## config.mk

```make
export PLATFORM = sky130hd
export DESIGN_NAME = pll_synth_core
export DESIGN_NICKNAME = d
export VERILOG_FILES = /design/src/pll_synth_pkg.sv /design/src/pll_synth_core.sv
export SDC_FILE = /design/constraint.sdc
export NUM_CORES = 1
export LEC_CHECK = 0
export BUFFER_PORTS_ARGS = -buffer_cell sky130_fd_sc_hd__buf_2
export CORE_MARGIN = 2
export CORE_UTILIZATION = 56
export DETAILED_ROUTE_END_ITERATION = 10
export PLACE_DENSITY_LB_ADDON = 0.2
export REMOVE_ABC_BUFFERS = 1
export SYNTH_ARGS = -nofsm -noshare
export SYNTH_HDL_FRONTEND = slang
export SYNTH_SLANG_ARGS = --single-unit
```

## constraint.sdc

```tcl
create_clock -name CLK_IN -period 6 [get_ports CLK_IN]
set_clock_uncertainty 0.2 [all_clocks]
set_input_delay 0.9 -clock CLK_IN [delete_from_list [all_inputs] [get_ports CLK_IN]]
set_output_delay 0.9 -clock CLK_IN [all_outputs]
set_load 0.02 [all_outputs]
```

## src/pll_synth_pkg.sv

```systemverilog
// Behaviour
// reference divided by 8,64,128,256,512,1024,1160,2048 per 3-bit select
// main and swallow counters step on rising prescaled vco input edges
// main counter is a 10-bit down-counter, divide values 3 to 1023
// main counter reloads from main presets each time it reaches zero
// main preset bit 0 is lsb, bit 9 is msb
// swallow counter is a 6-bit down-counter, values 0 to 63
// modulus control low from cycle start until swallow count runs out
// modulus control high for the remaining N minus A edges
// at main count end, modulus control low, both counters reload, repeat
// prescaler divides by P when control high, P+1 when low
// vco fast or leading pulses vco-side error low, reference side high
// vco slow or lagging pulses reference-side error low, vco side high
// in lock both error outputs pulse low together for a minimum width
// lock indicator high when matched, pulses low when out of lock
// unconnected programming inputs read as logic 1
// divided vco signal feeds the phase detector directly
// one divided reference event per ratio cycles, compared to divided vco
// programming inputs sampled at reload, effective from next cycle
package pll_synth_pkg;
  localparam int          CLK_MHZ       = 200;
  localparam int          PD_MIN_NS     = 10;                         // error pulse minimum width
  localparam int          PD_MIN_CYC    = (PD_MIN_NS * CLK_MHZ + 999) / 1000;
  localparam int          N_W           = 10;
  localparam int          A_W           = 6;
  localparam int          R_W           = 12;
  localparam int          SEL_W         = 3;
  localparam int          SYNC_W        = N_W + A_W + SEL_W + 2;
  // register byte offsets
  localparam logic [7:0]  CTRL_OFS      = 8'h00;
  localparam logic [7:0]  PRESET_OFS    = 8'h04;
  localparam logic [7:0]  STATUS_OFS    = 8'h08;
  localparam logic [7:0]  MASK_OFS      = 8'h0c;
  localparam logic [7:0]  STATE_OFS     = 8'h10;
  // field positions and reset values
  localparam int          ST_UNLOCK     = 0;
  localparam int          ST_VLEAD      = 1;
  localparam int          ST_RLEAD      = 2;
  localparam int          EV_W          = 3;
  localparam logic [18:0] PRESET_RST    = 19'h7ffff;
  localparam logic [EV_W-1:0] MASK_RST  = 3'h0;

  typedef struct packed {
    logic [SEL_W-1:0] rsel;
    logic [A_W-1:0]   a;
    logic [N_W-1:0]   n;
  } prog_type;

  typedef enum logic [1:0] {
    BUS_IDLE = 2'b00,
    BUS_WR   = 2'b01,
    BUS_RD   = 2'b10,
    BUS_RDY  = 2'b11
  } bus_state_type;

  // reference ratio table
  function automatic logic [R_W-1:0] ref_ratio(input logic [SEL_W-1:0] s);
    unique case (s)
      3'h0: ref_ratio = 12'h008;
      3'h1: ref_ratio = 12'h040;
      3'h2: ref_ratio = 12'h080;
      3'h3: ref_ratio = 12'h100;
      3'h4: ref_ratio = 12'h200;
      3'h5: ref_ratio = 12'h400;
      3'h6: ref_ratio = 12'h488;
      3'h7: ref_ratio = 12'h800;
    endcase
  endfunction
endpackage

```

## src/pll_synth_core.sv

```systemverilog
// The register addresses and register access over AHB-Lite were left to the implementer.
`timescale 1ns/1ps
`default_nettype none
module pll_synth_core
  import pll_synth_pkg::*;
(
  input  wire logic             CLK_IN,        // 200 MHz system clock
  input  wire logic             RESET_N_IN,    // async reset, active low
  input  wire logic             REF_OSC_IN,    // reference oscillator pin
  input  wire logic             FIN_IN,        // prescaled vco input pin
  input  wire logic [SEL_W-1:0] REF_SEL_IN,    // reference select pins
  input  wire logic [N_W-1:0]   MAIN_PRESET_IN,    // main preset pins
  input  wire logic [A_W-1:0]   SWALLOW_PRESET_IN, // swallow preset pins
  output logic                  MOD_CTRL_OUT,  // modulus control to prescaler
  output logic                  PHI_V_N_OUT,   // vco-side error, low pulses
  output logic                  PHI_R_N_OUT,   // reference-side error, low pulses
  output logic                  LOCK_OUT,      // lock indicator
  output logic                  DIV_VCO_OUT,   // divided vco pulse
  output logic                  DIV_REF_OUT,   // divided reference pulse
  output logic                  IRQ_OUT,       // interrupt, active high level
  input  wire logic             HSEL_IN,       // ahb select
  input  wire logic [7:0]       HADDR_IN,      // ahb address
  input  wire logic [1:0]       HTRANS_IN,     // ahb transfer type
  input  wire logic             HWRITE_IN,     // ahb write
  input  wire logic [2:0]       HSIZE_IN,      // ahb size, word only
  input  wire logic [31:0]      HWDATA_IN,     // ahb write data
  input  wire logic             HREADY_IN,     // ahb bus ready
  output logic                  HREADYOUT_OUT, // ahb slave ready
  output logic                  HRESP_OUT,     // ahb response, always okay
  output logic [31:0]           HRDATA_OUT     // ahb read data
);
  logic              rst_s1_r, rst_n;
  logic [SYNC_W-1:0] sync1_r, sync2_r, sync3_r;
  logic              ref_edge, fin_edge;
  prog_type          pins;
  // reset release through two flops
  always_ff @(posedge CLK_IN or negedge RESET_N_IN) begin
    if (!RESET_N_IN) begin
      rst_s1_r <= 1'b0;
      rst_n    <= 1'b0;
    end else begin
      rst_s1_r <= 1'b1;
      rst_n    <= rst_s1_r;
    end
  end
  // pin synchronisers, third stage for edge detect
  always_ff @(posedge CLK_IN or negedge rst_n) begin
    if (!rst_n) begin
      sync1_r <= '1;
      sync2_r <= '1;
      sync3_r <= '1;
    end else begin
      sync1_r <= {REF_OSC_IN, FIN_IN, REF_SEL_IN, SWALLOW_PRESET_IN, MAIN_PRESET_IN};
      sync2_r <= sync1_r;
      sync3_r <= sync2_r;
    end
  end
  // rising edge detect
  assign ref_edge = sync2_r[SYNC_W-1] & ~sync3_r[SYNC_W-1];
  assign fin_edge = sync2_r[SYNC_W-2] & ~sync3_r[SYNC_W-2];
  // preset bit order kept lsb first
  assign pins = prog_type'(sync2_r[SYNC_W-3:0]);

  // registers
  logic            use_sw_r, use_sw_nxt;
  logic [18:0]     preset_r, preset_nxt;
  logic [EV_W-1:0] status_r, status_nxt, mask_r, mask_nxt, ev;
  logic [31:0]     rdata_r, rdata_nxt, rd_val;
  logic [7:0]      addr_r, addr_nxt;
  bus_state_type   bus_r, bus_nxt;
  prog_type        prog;
  // programming source: pins or software preset
  assign prog = use_sw_r ? prog_type'(preset_r) : pins;

  // synthesizer state
  logic [R_W-1:0] r_cnt_r, r_cnt_nxt;
  logic [SEL_W-1:0] rsel_r, rsel_nxt;
  logic [N_W-1:0] n_cnt_r, n_cnt_nxt;
  logic [A_W-1:0] a_cnt_r, a_cnt_nxt;
  logic           mc_r, mc_nxt, fv_r, fv_nxt, fr_r, fr_nxt;
  logic           vp_r, vp_nxt, rp_r, rp_nxt, lock_r, lock_nxt;
  logic [1:0]     pd_cnt_r, pd_cnt_nxt;
  logic           both;
  assign both = vp_r & rp_r;
  always_comb begin
    r_cnt_nxt  = r_cnt_r;
    rsel_nxt   = rsel_r;
    fr_nxt     = 1'b0;
    n_cnt_nxt  = n_cnt_r;
    a_cnt_nxt  = a_cnt_r;
    mc_nxt     = mc_r;
    fv_nxt     = 1'b0;
    // reference divider, ratio latched at wrap
    if (ref_edge) begin
      if (r_cnt_r >= ref_ratio(rsel_r) - 12'h001) begin
        r_cnt_nxt = '0;
        rsel_nxt  = prog.rsel;
        fr_nxt    = 1'b1;
      end else begin
        r_cnt_nxt = r_cnt_r + 12'h001;
      end
    end
    if (fin_edge) begin
      if (n_cnt_r <= 10'h001) begin
        // reload both counters from sampled presets
        n_cnt_nxt = (prog.n < 10'h003) ? 10'h003 : prog.n;
        a_cnt_nxt = prog.a;
        // control low at start unless no swallow
        mc_nxt    = (prog.a == '0);
        fv_nxt    = 1'b1;
      end else begin
        // main down-count
        n_cnt_nxt = n_cnt_r - 10'h001;
        // swallow down-count, control high when done
        if (a_cnt_r != '0) begin
          a_cnt_nxt = a_cnt_r - 6'h01;
          if (a_cnt_r == 6'h01)
            mc_nxt = 1'b1;
        end
      end
    end
    // edge-set error flags, set beats clear
    vp_nxt     = vp_r;
    rp_nxt     = rp_r;
    pd_cnt_nxt = '0;
    if (both) begin
      pd_cnt_nxt = pd_cnt_r + 2'h1;
      // joint low pulse held for minimum width
      if (pd_cnt_r == 2'(PD_MIN_CYC - 1)) begin
        vp_nxt     = 1'b0;
        rp_nxt     = 1'b0;
        pd_cnt_nxt = '0;
      end
    end
    if (fv_r)
      vp_nxt = 1'b1;
    if (fr_r)
      rp_nxt = 1'b1;
    // lock drops while only one side pending
    lock_nxt = ~(vp_r ^ rp_r);
  end
  always_ff @(posedge CLK_IN or negedge rst_n) begin
    if (!rst_n) begin
      r_cnt_r  <= '0;
      rsel_r   <= '1;
      n_cnt_r  <= '0;
      a_cnt_r  <= '0;
      mc_r     <= 1'b0;
      fv_r     <= 1'b0;
      fr_r     <= 1'b0;
      vp_r     <= 1'b0;
      rp_r     <= 1'b0;
      pd_cnt_r <= '0;
      lock_r   <= 1'b1;
    end else begin
      r_cnt_r  <= r_cnt_nxt;
      rsel_r   <= rsel_nxt;
      n_cnt_r  <= n_cnt_nxt;
      a_cnt_r  <= a_cnt_nxt;
      mc_r     <= mc_nxt;
      fv_r     <= fv_nxt;
      fr_r     <= fr_nxt;
      vp_r     <= vp_nxt;
      rp_r     <= rp_nxt;
      pd_cnt_r <= pd_cnt_nxt;
      lock_r   <= lock_nxt;
    end
  end
  // pin outputs
  assign MOD_CTRL_OUT = mc_r;
  assign PHI_V_N_OUT  = ~vp_r;
  assign PHI_R_N_OUT  = ~rp_r;
  assign LOCK_OUT     = lock_r;
  assign DIV_VCO_OUT  = fv_r;
  assign DIV_REF_OUT  = fr_r;

  // events and interrupt
  assign ev      = {rp_r & ~vp_r, vp_r & ~rp_r, ~lock_r};
  assign IRQ_OUT = |(status_r & mask_r);

  // read mux
  always_comb begin
    unique case (addr_r)
      CTRL_OFS:   rd_val = {31'h0, use_sw_r};
      PRESET_OFS: rd_val = {13'h0, preset_r};
      STATUS_OFS: rd_val = {29'h0, status_r};
      MASK_OFS:   rd_val = {29'h0, mask_r};
      STATE_OFS:  rd_val = {12'h0, a_cnt_r, n_cnt_r, lock_r, rp_r, vp_r, mc_r};
      default:    rd_val = 32'h0;
    endcase
  end
  // ahb slave: writes zero wait, reads one wait
  always_comb begin
    bus_nxt    = bus_r;
    addr_nxt   = addr_r;
    rdata_nxt  = rdata_r;
    use_sw_nxt = use_sw_r;
    preset_nxt = preset_r;
    mask_nxt   = mask_r;
    status_nxt = status_r;
    if (bus_r == BUS_WR) begin
      unique case (addr_r)
        CTRL_OFS:   use_sw_nxt = HWDATA_IN[0];
        PRESET_OFS: preset_nxt = HWDATA_IN[18:0];
        STATUS_OFS: status_nxt = status_r & ~HWDATA_IN[EV_W-1:0];
        MASK_OFS:   mask_nxt   = HWDATA_IN[EV_W-1:0];
        default:    ;
      endcase
    end
    if (bus_r == BUS_RD) begin
      rdata_nxt = rd_val;
      bus_nxt   = BUS_RDY;
    end else if (HREADYOUT_OUT) begin
      bus_nxt = BUS_IDLE;
      if (HSEL_IN && HTRANS_IN[1] && HREADY_IN) begin
        addr_nxt = {HADDR_IN[7:2], 2'b00};
        bus_nxt  = HWRITE_IN ? BUS_WR : BUS_RD;
      end
    end
    // events set sticky bits, set beats the clear
    status_nxt = status_nxt | ev;
  end
  always_ff @(posedge CLK_IN or negedge rst_n) begin
    if (!rst_n) begin
      bus_r    <= BUS_IDLE;
      addr_r   <= '0;
      rdata_r  <= '0;
      use_sw_r <= 1'b0;
      // software preset defaults to all ones
      preset_r <= PRESET_RST;
      mask_r   <= MASK_RST;
      status_r <= '0;
    end else begin
      bus_r    <= bus_nxt;
      addr_r   <= addr_nxt;
      rdata_r  <= rdata_nxt;
      use_sw_r <= use_sw_nxt;
      preset_r <= preset_nxt;
      mask_r   <= mask_nxt;
      status_r <= status_nxt;
    end
  end
  assign HREADYOUT_OUT = (bus_r != BUS_RD);
  assign HRESP_OUT     = 1'b0;
  assign HRDATA_OUT    = rdata_r;
endmodule // pll_synth_core
`default_nettype wire

```

Word-level counts from Yosys, hierarchy flattened
Memory sizes are Yosys's and may differ from the RTL's.
Index checks and enable logic that the tools add are counted.

word-level totals
  output and inout port bits = 41
  logic and storage cells = 107
  memory bits (read-only) = 56
  memories kept = 1
  input bits = 71
  register bits after elaboration = 170

operators by class
  multiplexer cells = 27
  order comparisons = 3
  bitwise gates (word level) = 17
  add/subtract/negate cells = 5
  equal/unequal tests = 9
  reductions and logical operators = 22

memory list
  memory            words  bits a word  rd ports  clocked after memory_dff  wr ports  line                 source
  (name not given)  8      7            1         0                         0         pll_synth_pkg.sv:58  unique case (s)

operators with widths
  kind                     count
  $pmux W20 S5             1
  $mux W12                 2
  $mux W10                 2
  $mux W19                 1
  $reduce_and A2 Y1        7
  $reduce_bool A2 Y1       7
  $add A12 B1 Y12 const B  1
  $eq A6 B1 Y1 const B     2
  $eq A6 B2 Y1 const B     2
  $ge A12 B12 Y1           1
  $mux W2                  6
  $mux W6                  2
  $sub A12 B1 Y12 const B  1
  $mux W1                  11
  $le A10 B1 Y1 const B    1
  $lt A10 B2 Y1 const B    1
  $sub A10 B1 Y10 const B  1
  $logic_not A8 Y1         1
  $not A1 Y1               7
  $and A3 B3 Y3            2
  $eq A6 B3 Y1 const B     1
  $logic_not A6 Y1         1
  $mux W3                  2
  $reduce_and A3 Y1        2
  12 further kinds         18

Longest topological paths before layout
  depth in word-level cells = 7
  mapped depth = 12
  gate-level depth less buffers = 12

Worst setup path after synthesis
OpenSTA, ideal clock, no wires.

  path kind = register -> register
  start = register rsel_r[0]
  end = register rsel_r[2]
  clock period less this slack = 3278 ps
  path buffers = 0
  required time = 5718 ps
  slack = 2722 ps
  stages on the path, launching flop included = 12
  library setup time = 82 ps
  arrival time = 2996 ps
  cells stage by stage = dfstp_2 inv_1 ha_1 mux2_2 inv_1 ha_1 ha_1 a41oi_1 o21ai_0 o21ai_1 a21oi_2 mux2_2

on the way
  word-level cells in the longest chain between the ends = 5

RTL lines
  what                                line                   source
  from (decl)                         pll_synth_core.sv:77   logic [SEL_W-1:0] rsel_r, rsel_nxt;
  from (signal assigned)              pll_synth_core.sv:157  rsel_r <= rsel_nxt;
  $mem_v2 Z8 W7                       --
  $mux W12                            pll_synth_core.sv:94   if (ref_edge) begin
  $sub A12 B1 Y12                     pll_synth_core.sv:95   if (r_cnt_r >= ref_ratio(rsel_r) - 12'h001) begin
  $ge A12 B12 Y1                      pll_synth_core.sv:95
  $reduce_and A2 Y1 (no source line)  --

No other way between the ends. The select of a mux whose other input is x is not followed.
A chain may end at the register's enable or synchronous reset.

Worst setup path in the final report
Same ends and word-level chain as after synthesis.

==> results.md <==
* Worst Reg-to-Reg Cells at 11
* Final Hold Vio Count at 0
* Area grow syn2layout at 16.5%
* Root buf cell: clkbuf_16
* Yosys top cell by area: dfrtp_1
* Final Util at 0.677
* Detailed-routed wire length on met3 at roughly 770 um
* CP arrival at a little under 4 ns
* Final min period at 3.78 ns
* Fmax at about 260 MHz
* Antenna violations before repair at 0
* Synthesized area per cell at between 10 and 15 um^2
* Crit Path Category: reg -> reg
* Crit path capture type: register
* GRT Total Usage at 0.226
* WL/cell at between 15 and 20 um
* Reg-to-reg endpoint: rsel_r[2]
* PortBufs at 79
* LEAKAGE at around 3.3 nW
* Post-route ant nets at 0
* Slew @ Worst Pin at approximately 1.2 ns
* Final wirelength at 13.4 mm
* Worst VDD drop at 301 uV
* YS warnings at 0
* Top_reg_cell synth: dfrtp_1
* Post-DP HPWL at 9.03 mm
* Max cap viols at 0
* DRT Pass-1 Iters at 6
* Clk sinks at 139
* Fraction of registers with async set/reset at 1.00
* Req. time, crit path at about 6.2 ns
* Synth top area share at 0.282
* Post-synth EDFFs at 0
* M1 WL at slightly below 6 mm
* Layout Nets at 720
* Number of synthesized register bits at 139
* # hold bufs at CTS at 0
* Netlist Area Pre-Place at approximately 0.0064 mm^2
* Yosys cell types at 57
* Post-Route Setup TNS at 0 ns
* Pin count of the biggest net entering global routing at 77
* Grt total ovfl at 0
* DR WL met2 at about 6.3 mm
* Highest metal used: met4
* Post-CTS sizing at 0
* CTS Buf Count at 17
* Crit-path slowest cell: o21ai_1
* Rows at 38
* Layout cells sized above 1 at 0.352
* Tcrit/Tclk final at 0.630
* Final Slew Violations at 0
* Via count at 4488
* 1st-iter DRT viols at about 270
* Horiz. Die Dim at between 100 and 150 um
* Core box area at about 0.011 mm^2
* Worst reg2reg path startpoint: rsel_r[0]
* Type of origin of the critical path: register
* Final setup violation count at 0
* Maximum clock insertion buffer count at 2
* Post-CTS Setup Inserts at 0
* GP Congestion at around 0.88
* Initial Util at 0.581
* Pwr per Cell Area at between 400 and 500 mW/mm^2
* Crit-path most repeated cell: ha_1
* Slew HR at 0.185
* Commonest non-fill, non-tap cells in the layout: buf_2 (79), dfrtp_1 (71), dfstp_2 (67)
* Drt via density at between 5 and 6
* Hold Crit Class: in -> async
* Critical-path cell list: inv_1 -> ha_1 -> mux2_2 -> inv_1 -> ha_1 -> ha_1 -> a41oi_1 -> o21ai_0 -> o21ai_1 -> a21oi_2 -> mux2_2
* CP max stage delay at about 0.60 ns
* Most common cell after layout, fill and taps aside: buf_2
* Outcome: finished, final reports clean
* RSZ-0062 raised after global routing: no
* Ant diodes at 0
* Top Ports at roughly 110
* Vias in the first global route at ~4.5k
* Worst R2R Setup Slack at ~2.2 ns
* Die height at 111 um
* Clock H-tree levels at 4
* Main area contributors after synthesis: dfrtp_1 (28%), dfstp_2 (28%), mux2_2 (4.4%)
* Clk Latency, worst-skew pair at 0.41 ns
* Crit Path Max Fanout at 10
* Fill cells at between 800 and 900
* Mapped Cells at between 500 and 600
* Post-synthesis sequential area ratio at 0.558
* Drt drc at 0
* First-pass GRT wire length at approximately 22 mm
* CTS tree: built
* Clock Pin Slew Worst Setup and Hold Paths at about 0.06 ns
* Die area at 0.0123 mm^2
==> metal layers <==
metal  vias to the layer above  track usage
met2                       149        0.354
met4                         0       0.0917
met5                         -            0
met1                      2200        0.307
met3                        23       0.0530
li1                       2116            -
==> sequential cells by signal (all words and copies together) (netlist names), 2 cells and up <==
name and count:
HRDATA_OUT 20, a_cnt_r 6, addr_r 6, bus_r 2, mask_r 3, n_cnt_r 10
pd_cnt_r 2, preset_r 19, r_cnt_r 12, rsel_r 3, status_r 3, sync1_r 21
sync2_r 21, sync3_r 2
==> layout make-up <==
cell class	instances	area [um^2]	share of cell area
flip-flops and latches	139	3570	0.480
multi-input cells	368	2600	0.350
clock buffers	23	520	0.0700
repair buffers	82	418	0.0562
well taps	140	175	0.0236
clock inverters	8	78.8	0.0106
inverters	19	71.3	0.00960
==> Yosys cell counts, types with 12 or more instances <==
master,n
dfrtp_1,72
dfstp_2,67
nand2_1,46
o21ai_0,42
mux2_2,25
nor2_1,24
ha_1,22
mux2i_1,21
a22oi_1,19
inv_1,19
clkbuf_1,17
nor3_1,17
buf_4,13
nand3_1,12
==> where the power goes <==
group / leakage, nW / internal (mW) / switching (mW)
clock network: 0.297 / 0.651 / 0.381
logic: 1.42 / 0.273 / 0.254
registers: 1.63 / 1.18 / 0.247
total: 3.34 / 2.10 / 0.882
==> worst max path at each step <==
stage / start / end / slack, ns / depth (start not counted)
detailed placement: rsel_r[1] / rsel_r[2] / 2.26 / 11
global placement: rsel_r[0] / rsel_r[2] / 2.43 / 11
CTS: rsel_r[1] / rsel_r[2] / 2.23 / 11
global route: rsel_r[1] / rsel_r[2] / 2.00 / 12
floorplan: rst_n / DIV_REF_OUT / 1.76 / 0
finish: rsel_r[0] / rsel_r[2] / 2.22 / 11
==> kinds of logic (layout without fill, tap and decap cells) <==
| family | count (synthesis) | count (layout) | synth area share |
|---|---|---|---|
| compound gates | 116 | 116 | 0.119 |
| xor+xnor | 9 | 9 | 0.0124 |
| fa+ha+maj | 22 | 22 | 0.0431 |
| buf+inv | 54 | 132 | 0.0422 |
| flops | 139 | 139 | 0.558 |
| mux | 56 | 56 | 0.101 |
| other cells | 2 | 14 | 0.00118 |
| simple gates | 151 | 151 | 0.123 |
==> through the flow <==
| step | hold WS (ns) | total power, mW | area [um^2] | std cells | setup slack (ns) |
|---|---|---|---|---|---|
| 6_report | 0.0646 | 2.98 | 7430 | 779 | 2.22 |
| 2_1_floorplan | 0.131 | 1.75 | 6230 | 526 | 1.76 |
| 5_1_grt | 0.0522 | 3.13 | 7430 | 779 | 2.00 |
| 3_3_place_gp | 0.136 | 1.93 | 6830 | 748 | 2.43 |
| 3_5_place_dp | 0.136 | 1.95 | 6830 | 748 | 2.26 |
| 4_1_cts | 0.0497 | 3.00 | 7430 | 779 | 2.23 |
==> worst max-delay path, delay by kind of cell, from the launching register on <==
kind | cells | cell delay, ns
multiplexers | 2 | 0.68
AO/OA/AOI/OAI | 4 | 1.26
buffers and inverters | 2 | 0.17
flip-flops | 1 | 0.57
adder cells (fa/ha/maj) | 3 | 0.82
Power figures use the tool's default switching activity.
